### config.mk
export PLATFORM = sky130hd
export DESIGN_NAME = i2cmr_ctrl
export DESIGN_NICKNAME = d
export VERILOG_FILES = /design/src/i2cmr_pkg.sv /design/src/i2cmr_ctrl.sv /design/src/i2cmr_tick.sv
export SDC_FILE = /design/constraint.sdc
export NUM_CORES = 1
export LEC_CHECK = 0
export BUFFER_PORTS_ARGS = -buffer_cell sky130_fd_sc_hd__buf_2
export CAP_MARGIN = 25
export CORE_MARGIN = 2
export CORE_UTILIZATION = 40
export CTS_CLUSTER_SIZE = 30
export DETAILED_ROUTE_END_ITERATION = 16
export MAX_ROUTING_LAYER = met4
export PLACE_DENSITY_LB_ADDON = 0.12
export SYNTH_ARGS = -nofsm -noshare
export SYNTH_HDL_FRONTEND = slang
export SYNTH_SLANG_ARGS = --single-unit
### constraint.sdc
create_clock -name mclk_i -period 4.11 [get_ports mclk_i]
set_input_delay 0.6165 -clock mclk_i [delete_from_list [all_inputs] [get_ports mclk_i]]
set_output_delay 0.6165 -clock mclk_i [all_outputs]
set_load 0.1 [all_outputs]
### src/i2cmr_pkg.sv
//
// Contract
// - A set start bit makes the controller issue START and then shift out the loaded byte on SDA.
// - A set not-acknowledge bit makes the next received byte get a NAK instead of an ACK.
// - A fully received byte lands in the data register and raises the receive interrupt.
// - Driving the NAK after the last received byte raises the not-acknowledge interrupt.
// - A stop bit set by software makes the controller issue a STOP condition to end the transfer.
// - A 10-bit first address byte is 11110, two upper address bits, then the direction bit.
// - A 10-bit read runs START, W byte, ACK, 2nd byte, ACK, Sr, R byte, ACK, data, NAK, STOP.
// - The data register feeds and receives the hidden shift register, which software cannot reach.
// - Status is read-only: txe, rxf, ack, ten-bit, rd, target, data-select, nak-irq; resets to 80h.
// - While enabled, the transmit-empty flag is 1 whenever no byte waits in the data register.
// - Transmit-empty requests an interrupt except while receiving or sending an address with rd set.
// - Any write to the data register clears transmit-empty and its pending interrupt.
package i2cmr_pkg;

	localparam int          CLK_PERIOD_NS = 10;
	localparam int          BIT_TIME_NS   = 10000;
	// Quarter bit in system cycles, rounded down
	localparam int          QUARTER_CYC   = BIT_TIME_NS / (4 * CLK_PERIOD_NS);

	localparam int          ADDR_W        = 12;
	localparam logic [11:0] OFF_DATA      = 12'hF50;
	localparam logic [11:0] OFF_STAT      = 12'hF51;
	localparam logic [11:0] OFF_CTRL      = 12'hF52;
	localparam logic [11:0] OFF_IRQ_STAT  = 12'hF53;
	localparam logic [11:0] OFF_IRQ_MASK  = 12'hF54;

	localparam logic [7:0]  DATA_RST      = 8'h00;
	localparam logic [7:0]  STAT_RST      = 8'h80;

	localparam int          ST_TXE        = 7;
	localparam int          ST_RXF        = 6;
	localparam int          ST_ACK        = 5;
	localparam int          ST_TEN        = 4;
	localparam int          ST_RD         = 3;
	localparam int          ST_TAS        = 2;
	localparam int          ST_DSS        = 1;
	localparam int          ST_NOT_ACK_IRQ_FLAG       = 0;

	localparam int          CTL_EN        = 0;
	localparam int          CTL_START     = 1;
	localparam int          CTL_STOP      = 2;
	localparam int          CTL_NAK       = 3;

	localparam int          IRQ_RX        = 0;
	localparam int          IRQ_TXE       = 1;
	localparam int          IRQ_NAK       = 2;

	localparam logic [4:0]  TEN_PREFIX    = 5'h1E;

	typedef enum logic [7:0] {
		S_IDLE  = 8'h01,
		S_START = 8'h02,
		S_TX    = 8'h04,
		S_ACKR  = 8'h08,
		S_RX    = 8'h10,
		S_ACKT  = 8'h20,
		S_WAIT  = 8'h40,
		S_STOP  = 8'h80
	} i2cmr_state_e;

endpackage : i2cmr_pkg

### src/i2cmr_ctrl.sv
// Added by the designer: the address-and-strobe port.
module i2cmr_ctrl
	import i2cmr_pkg::*;
#(
	parameter int QUARTER = i2cmr_pkg::QUARTER_CYC
) (
	input  wire logic                        mclk_i,   // System clock
	input  wire logic                        nrst_i,   // Async reset, active low
	input  wire logic [i2cmr_pkg::ADDR_W-1:0] addr_i,   // Register address
	input  wire logic [7:0]                  wdata_i,  // Write data
	input  wire logic                        we_i,     // Write strobe
	input  wire logic                        re_i,     // Read strobe
	output logic      [7:0]                  rdata_o,  // Read data, cycle after re_i
	output logic                             irq_o,    // Level interrupt
	input  wire logic                        scl_i,    // SCL pin level
	output logic                             scl_o,    // SCL drive value
	output logic                             scl_oe_o, // SCL pulled low
	input  wire logic                        sda_i,    // SDA pin level
	output logic                             sda_o,    // SDA drive value
	output logic                             sda_oe_o  // SDA pulled low
);

	import i2cmr_pkg::*;

	////////////////////////////////////////////////////////////////////////
	// Pin synchronisers and bit timing

	wire  [1:0] pin_b;
	wire  [1:0] pin_raw = {sda_i, scl_i};

	genvar gi;
	generate
		for (gi = 0; gi < 2; gi++)
		begin : g_sync
			logic sync_a;
			logic sync_b;
			always_ff @(posedge mclk_i or negedge nrst_i)
			begin
				if (!nrst_i)
				begin
					sync_a <= 1'b1;
					sync_b <= 1'b1;
				end
				else
				begin
					sync_a <= pin_raw[gi];
					sync_b <= sync_a;
				end
			end
			assign pin_b[gi] = sync_b;
		end
	endgenerate

	wire scl_s = pin_b[0];
	wire sda_s = pin_b[1];

	logic         ctl_en;
	logic         tick;
	i2cmr_state_e st;
	logic [1:0]   phase;
	logic [2:0]   bit_cnt;
	logic [7:0]   shifter;
	logic         scl_low;

	i2cmr_tick #(
		.DIV (QUARTER)
	) u_tick (
		.mclk_i (mclk_i),
		.nrst_i (nrst_i),
		.run_i  (ctl_en),
		.tick_o (tick)
	);

	// Hold the high phase while a slave stretches SCL
	wire adv     = tick && !(phase == 2'd2 && !scl_s && !scl_low);
	wire last_q  = adv && (phase == 2'd3);
	wire byte_end = last_q && (bit_cnt == 3'd0);

	////////////////////////////////////////////////////////////////////////
	// Register decode

	wire wr_data = we_i && (addr_i == OFF_DATA);
	wire wr_ctrl = we_i && (addr_i == OFF_CTRL);
	wire wr_mask = we_i && (addr_i == OFF_IRQ_MASK);
	wire rd_data = re_i && (addr_i == OFF_DATA);
	wire rd_stat = re_i && (addr_i == OFF_STAT);
	wire rd_irq  = re_i && (addr_i == OFF_IRQ_STAT);
	wire rd_ctrl = re_i && (addr_i == OFF_CTRL);
	wire rd_mask = re_i && (addr_i == OFF_IRQ_MASK);

	logic [7:0] data_reg;
	logic       txe;
	logic       rxf;
	logic       ack_flag;
	logic       ten_flag;
	logic       rd_flag;
	logic       dss_flag;
	logic       not_ack_irq_flag;
	logic       addr_byte;
	logic       ctl_start;
	logic       ctl_stop;
	logic       ctl_nak;
	logic [2:0] irq_stat;
	logic [2:0] irq_mask;
	logic       txe_req_q;
	logic       sda_low;

	wire [7:0] stat_w = {txe, rxf, ack_flag, ten_flag, rd_flag, 1'b0, dss_flag, not_ack_irq_flag};
	wire [7:0] ctrl_w = {4'h0, ctl_nak, ctl_stop, ctl_start, ctl_en};

	wire [7:0] rd_mux = rd_data ? data_reg :
	                    rd_stat ? stat_w :
	                    rd_ctrl ? ctrl_w :
	                    rd_irq  ? {5'h00, irq_stat} :
	                    rd_mask ? {5'h00, irq_mask} : 8'h00;

	////////////////////////////////////////////////////////////////////////
	// Sequencer events

	wire go_start  = ctl_en && ctl_start && !txe && !wr_data;
	wire load_byte = (st == S_START) && last_q;
	wire next_tx   = !txe && !wr_data;
	wire rx_done   = (st == S_RX) && byte_end;
	wire nak_done  = (st == S_ACKT) && last_q && ctl_nak;
	wire stop_go   = ((st == S_WAIT) || (st == S_ACKR)) && ctl_stop;
	wire stop_done = (st == S_STOP) && last_q;
	// no request while receiving or sending a read address
	wire txe_req   = ctl_en && txe && (st != S_RX) && !((st == S_TX) && addr_byte && rd_flag);
	wire txe_evt   = txe_req && !txe_req_q;
	wire [2:0] irq_set = {nak_done, txe_evt, rx_done};
	wire [2:0] irq_clr = (rd_irq ? 3'h7 : 3'h0) | (wr_data ? 3'h2 : 3'h0);

	always_ff @(posedge mclk_i or negedge nrst_i)
	begin
		if (!nrst_i)
		begin
			st        <= S_IDLE;
			phase     <= 2'd0;
			bit_cnt   <= 3'd7;
			shifter   <= 8'h00;
			scl_low   <= 1'b0;
			sda_low   <= 1'b0;
			addr_byte <= 1'b0;
		end
		else if (!ctl_en)
		begin
			st      <= S_IDLE;
			phase   <= 2'd0;
			scl_low <= 1'b0;
			sda_low <= 1'b0;
		end
		else if (st == S_IDLE || st == S_WAIT)
		begin
			if (tick && stop_go)
				st <= S_STOP;
			else if (tick && go_start)
				st <= S_START;
			else if (tick && st == S_WAIT && next_tx)
				st <= S_START;
			phase <= 2'd0;
		end
		else if (adv)
		begin
			phase <= phase + 2'd1;
			unique case (st)
				S_START:
				begin
					// SDA falls while SCL is high
					if (phase == 2'd0) sda_low <= (ctl_start) ? 1'b0 : sda_low;
					// Data byte with no START keeps SCL low, no stray pulse
					if (phase == 2'd1) scl_low <= ctl_start ? 1'b0 : scl_low;
					if (phase == 2'd2) sda_low <= ctl_start ? 1'b1 : sda_low;
					if (phase == 2'd3)
					begin
						// byte moves into the shift register
						scl_low   <= 1'b1;
						shifter   <= data_reg;
						addr_byte <= ctl_start;
						bit_cnt   <= 3'd7;
						st        <= S_TX;
					end
				end
				S_TX:
				begin
					if (phase == 2'd0) sda_low <= !shifter[7];
					if (phase == 2'd1) scl_low <= 1'b0;
					if (phase == 2'd3)
					begin
						scl_low <= 1'b1;
						shifter <= {shifter[6:0], 1'b0};
						bit_cnt <= bit_cnt - 3'd1;
						if (bit_cnt == 3'd0)
							st <= S_ACKR;
					end
				end
				S_ACKR:
				begin
					if (phase == 2'd0) sda_low <= 1'b0;
					if (phase == 2'd1) scl_low <= 1'b0;
					if (phase == 2'd3)
					begin
						scl_low   <= 1'b1;
						addr_byte <= 1'b0;
						bit_cnt   <= 3'd7;
						// read address turns the bus round
						if (addr_byte && rd_flag && ack_flag)
							st <= S_RX;
						else
							st <= S_WAIT;
					end
				end
				S_RX:
				begin
					if (phase == 2'd0) sda_low <= 1'b0;
					if (phase == 2'd1) scl_low <= 1'b0;
					if (phase == 2'd2) shifter <= {shifter[6:0], sda_s};
					if (phase == 2'd3)
					begin
						scl_low <= 1'b1;
						bit_cnt <= bit_cnt - 3'd1;
						if (bit_cnt == 3'd0)
							st <= S_ACKT;
					end
				end
				S_ACKT:
				begin
					// NAK releases SDA, ACK pulls it low
					if (phase == 2'd0) sda_low <= !ctl_nak;
					if (phase == 2'd1) scl_low <= 1'b0;
					if (phase == 2'd3)
					begin
						scl_low <= 1'b1;
						bit_cnt <= 3'd7;
						st      <= ctl_nak ? S_WAIT : S_RX;
					end
				end
				S_STOP:
				begin
					// SDA rises while SCL is high
					if (phase == 2'd0) sda_low <= 1'b1;
					if (phase == 2'd1) scl_low <= 1'b0;
					if (phase == 2'd2) sda_low <= 1'b0;
					if (phase == 2'd3) st <= S_IDLE;
				end
				default:
					st <= S_IDLE;
			endcase
		end
	end

	////////////////////////////////////////////////////////////////////////
	// Registers and flags

	always_ff @(posedge mclk_i or negedge nrst_i)
	begin
		if (!nrst_i)
		begin
			data_reg  <= DATA_RST;
			{txe, rxf, ack_flag, ten_flag, rd_flag} <= STAT_RST[7:3];
			dss_flag  <= STAT_RST[ST_DSS];
			not_ack_irq_flag      <= STAT_RST[ST_NOT_ACK_IRQ_FLAG];
			ctl_en    <= 1'b0;
			ctl_start <= 1'b0;
			ctl_stop  <= 1'b0;
			ctl_nak   <= 1'b0;
			irq_stat  <= 3'h0;
			irq_mask  <= 3'h0;
			txe_req_q <= 1'b0;
			rdata_o   <= 8'h00;
		end
		else
		begin
			rdata_o   <= rd_mux;
			txe_req_q <= txe_req;
			// Sticky events, set wins over clear
			irq_stat  <= (irq_stat & ~irq_clr) | irq_set;
			if (wr_mask) irq_mask <= wdata_i[2:0];
			if (wr_ctrl) ctl_en <= wdata_i[CTL_EN];
			// Command bits: a software set wins over the hardware clear
			ctl_start <= (wr_ctrl && wdata_i[CTL_START]) || (ctl_start && !load_byte);
			ctl_stop  <= (wr_ctrl && wdata_i[CTL_STOP]) || (ctl_stop && !stop_done);
			ctl_nak   <= (wr_ctrl && wdata_i[CTL_NAK]) || (ctl_nak && !nak_done);
			if (wr_data)
			begin
				data_reg <= wdata_i;
				txe      <= 1'b0;
			end
			else if (load_byte)
				txe <= 1'b1;
			if (load_byte && ctl_start)
			begin
				// first byte pattern marks a 10-bit address
				ten_flag <= (data_reg[7:3] == TEN_PREFIX);
				rd_flag  <= data_reg[0];
				dss_flag <= 1'b0;
			end
			else if (load_byte)
				dss_flag <= 1'b1;
			// ACK sampled in SCL high phase
			if (st == S_ACKR && adv && phase == 2'd2)
				ack_flag <= !sda_s;
			// received byte lands in data register
			if (rx_done)
			begin
				data_reg <= shifter;
				rxf      <= 1'b1;
				dss_flag <= 1'b1;
			end
			else if (rd_data)
				rxf <= 1'b0;
			if (nak_done)
				not_ack_irq_flag <= 1'b1;
			else if (st == S_STOP)
				not_ack_irq_flag <= 1'b0;
		end
	end

	assign irq_o    = |(irq_stat & irq_mask);
	assign scl_o    = 1'b0;
	assign sda_o    = 1'b0;
	assign scl_oe_o = scl_low;
	assign sda_oe_o = sda_low;
endmodule : i2cmr_ctrl

### src/i2cmr_tick.sv
module i2cmr_tick #(
	parameter int DIV = 250
) (
	input  wire logic mclk_i,  // System clock
	input  wire logic nrst_i,  // Async reset, active low
	input  wire logic run_i,   // Divider runs
	output logic      tick_o   // One-cycle enable pulse
);

	localparam int CW = (DIV > 1) ? $clog2(DIV) : 1;
	localparam logic [CW-1:0] LAST = CW'(DIV - 1);

	logic [CW-1:0] cnt;
	wire           wrap = (cnt == LAST);

	always_ff @(posedge mclk_i or negedge nrst_i)
	begin
		if (!nrst_i)
			cnt <= '0;
		else if (!run_i || wrap)
			cnt <= '0;
		else
			cnt <= cnt + CW'(1);
	end

	assign tick_o = run_i && wrap;

endmodule : i2cmr_tick

==> impl_metrics.py <==
metrics = {
    "power_and_ir_drop": {
        "p_seq_frac": 0.538,
        "p_sw_w": 0.000442,
        "clock_power_share": 0.343,
        "leakagePower_nw": 1.96,
        "power_frac_comb": 0.119,
        "total_power_w": 0.00147,
        "irDropWorstVdd_mv": 0.157,
        "internal-power_w": 0.00103,
        "switching_share": 0.300,
        "p_per_area_mw_per_mm2": 347,
    },
    "floorplan": {
        "initial_core_util": 0.412,
        "die_h_um": 101,
        "dieArea_sq_mm": 0.0103,
        "die-width_um": 101,
        "ioPinCount": 39,
        "row_count": 35,
        "core_sq_mm": 0.00920,
    },
    "drt": {
        "routed_wl_mm": 9.38,
        "first_iter_violations": 250,
        "drc": 0,
        "ant_nets": 0,
        "first_pass_iters": 5,
        "wl_per_cell_um": 17.2,
        "via_per_inst": 5.61,
        "dr_total_vias": 3050,
    },
    "grt": {
        "grt_pass1_vias": 2883,
        "antenna_found_initial": 0,
        "grt_pass1_wl_mm": 15.5,
        "grt_util_all_layers": 0.203,
        "gr-total-overflow": 0,
        "grt_max_degree": 46,
    },
    "synth": {
        "synth_ff_type": "dfrtp_1",
        "synth_edf_count": 0,
        "avgSynthCellArea_sq_um": 9.59,
        "ys_async_sr_fraction": 1.00,
        "syn_inst": 395,
        "syn-cell-area_sq_mm": 0.00379,
        "yosys.area.top_type": "dfrtp_1",
        "yosysSeqAreaShare": 0.465,
        "yosysTopAreaCellShare": 0.403,
        "ys_warn_count": 0,
        "synth-seq-cells": 70,
        "synth.area.top_cells": "dfrtp_1 40%, mux2i_1 7.1%, dfstp_2 6.2%",
        "synth_cell_type_count": 61,
    },
    "sta": {
        "fin_tns_setup_ns": 0,
        "fin_skew_ns": 0.0108,
        "finalSetupViolCount": 0,
        "slew_violations": 0,
        "rsz0062_at_grt": "no",
        "hold_viol": 0,
        "max_slew_margin": 0.378,
        "setup_ws_ns": 1.36,
        "worst_pin_slew_ns": 0.929,
        "period_share": 0.670,
        "finalCriticalPeriod_ns": 2.75,
        "fmax_mhz": 363,
    },
    "setup_path": {
        "r2r_slack_ns": 1.36,
        "r2r-end": "shifter[6]$_DFFE_PN0P_",
        "r2r_cells": 8,
        "critPathCaptureType": "flip-flop",
        "crit_fanout": 16,
        "cp_cell_sequence": "inv_1 -> ha_1 -> nor3b_1 -> nor4_4 -> nand2_2 -> or4_1 -> nand2_1 -> o21ai_2",
        "required_ns": 4.34,
        "crit_slowest_cell": "or4_1",
        "crit_type": "flip-flop to flip-flop",
        "worstSetupStartpointType": "flip-flop",
        "crit_path_max_incr_delay_ns": 0.85,
        "r2r-start": "phase[0]$_DFFE_PN0N_",
        "critical_path_arrival_ns": 2.98,
    },
    "layout": {
        "drive_gt1_frac": 0.192,
        "antennaDiodeCount": 0,
        "syn2layout_area_growth_pct": 12.2,
        "finish.utilization": 0.462,
        "multi_input_area_sq_mm": 0.00186,
        "nNetsFinal": 462,
        "area.sequential_sq_mm": 0.00176,
        "n_fill_cell": 916,
        "fin_area_sq_mm": 0.00425,
    },
    "clock_tree": {
        "cts_buffer_depth": 2,
        "cts_root_buf": "clkbuf_8",
        "path_clk_slew_ns": 0.08,
        "h-tree-depth": 3,
        "cts_resized": 0,
        "cts_tree": "built",
        "post_cts_buffers": 0,
        "clock_sinks": 70,
        "cts_buffers": 9,
        "hold_buffers": 0,
        "clock_latency_ns": 0.36,
    },
    "worst_hold_path": {
        "hp-class": "input port to async pin",
    },
    "placement": {
        "dp_hpwl_mm": 6.85,
        "detailed_place.area_sq_mm": 0.00405,
        "pre_cts_slack_ns": 1.38,
        "gp_congestion": 0.892,
        "portBuffers": 36,
    },
    "run_status": {
        "status": "complete, no violations",
    },
    "job": {
        "maxCapViolCount": 0,
    },
}
layout by cell type, fill, tap and decap left out, types with 16 or more instances in the layout:
cell type / count
dfrtp_1: 61
nand2_1: 38
buf_2: 37
nor2_1: 32
mux2i_1: 27
inv_1: 22
a21oi_1: 21
o21ai_0: 20
nand3_1: 18
nor3_1: 16
metal layers:
metal | GRT usage | vias up | wire length [um]
met3 | 0.0442 | 4 | 454
met4 | 0.0551 | 0 | 57
met5 | - | - | 0
met2 | 0.291 | 85 | 4290
li1 | - | 1468 | -
met1 | 0.292 | 1493 | 4580
power by group through the flow:
stage                     combinational, W  clock, W  sequential, W
after floorplan                   0.000139         0       0.000782
after global placement            0.000172         0       0.000804
after detailed placement          0.000174         0       0.000806
after CTS                         0.000176  0.000514       0.000792
after global routing              0.000204  0.000552       0.000804
final                             0.000176  0.000505       0.000793
cells by family after synthesis:
family | Yosys count | share of synthesized area
AOI/OAI and AO/OA | 80 | 0.134
xor gates and xnor gates | 8 | 0.0185
adders and majority gates | 8 | 0.0264
buffers and inverters | 42 | 0.0472
DFF | 70 | 0.465
muxes | 33 | 0.0951
other | 1 | 0.000989
and+or+nand+nor | 153 | 0.212
worst max path at each step:
| stage | endpoint | depth (start not counted) | slack [ns] | start |
|---|---|---|---|---|
| after floorplan | shifter[6]$_DFFE_PN0P_ | 8 | 1.48 | scl_oe_o$_DFFE_PN0P_ |
| after global placement | ctl_en$_DFFE_PN0P_ | 5 | 1.45 | addr_i[5] |
| after detailed placement | shifter[5]$_DFFE_PN0P_ | 8 | 1.38 | phase[0]$_DFFE_PN0N_ |
| after CTS | shifter[6]$_DFFE_PN0P_ | 8 | 1.36 | phase[0]$_DFFE_PN0N_ |
| after global routing | shifter[6]$_DFFE_PN0P_ | 8 | 1.15 | phase[0]$_DFFE_PN0N_ |
| final | shifter[6]$_DFFE_PN0P_ | 8 | 1.36 | phase[0]$_DFFE_PN0N_ |
layout make-up:
type / instances / area share
Clock buffer: 9 / 0.0291
Clock inverter: 7 / 0.0118
Inverter: 22 / 0.0194
Multi-Input combinational cell: 284 / 0.437
Sequential cell: 70 / 0.415
Tap cell: 111 / 0.0327
Timing Repair Buffer: 41 / 0.0553
synthesized netlist by cell type (7+ instances only):
cell type	n
dfrtp_1	61
nand2_1	38
nor2_1	32
mux2i_1	27
inv_1	22
a21oi_1	21
o21ai_0	20
nand3_1	18
nor3_1	16
clkbuf_1	11
dfstp_2	9
and3_1	8
ha_1	8
o21ai_1	7
stage by stage:
stage	cells	hold WS, ns
2_1_floorplan	396	0.321
3_3_place_gp	526	0.347
3_5_place_dp	527	0.348
4_1_cts	543	0.354
5_1_grt	544	0.270
6_report	544	0.248
worst max-delay path: cells and delay by family, from the launching register on:
kind                     cells  cell delay [ns]
AO/OA/AOI/OAI                1             0.06
adder cells (fa/ha/maj)      1             0.28
buffers and inverters        1             0.11
flip-flops                   1             0.41
AND/OR/NAND/NOR              5             1.77
Note: power is estimated with default switching activity, not from simulation.
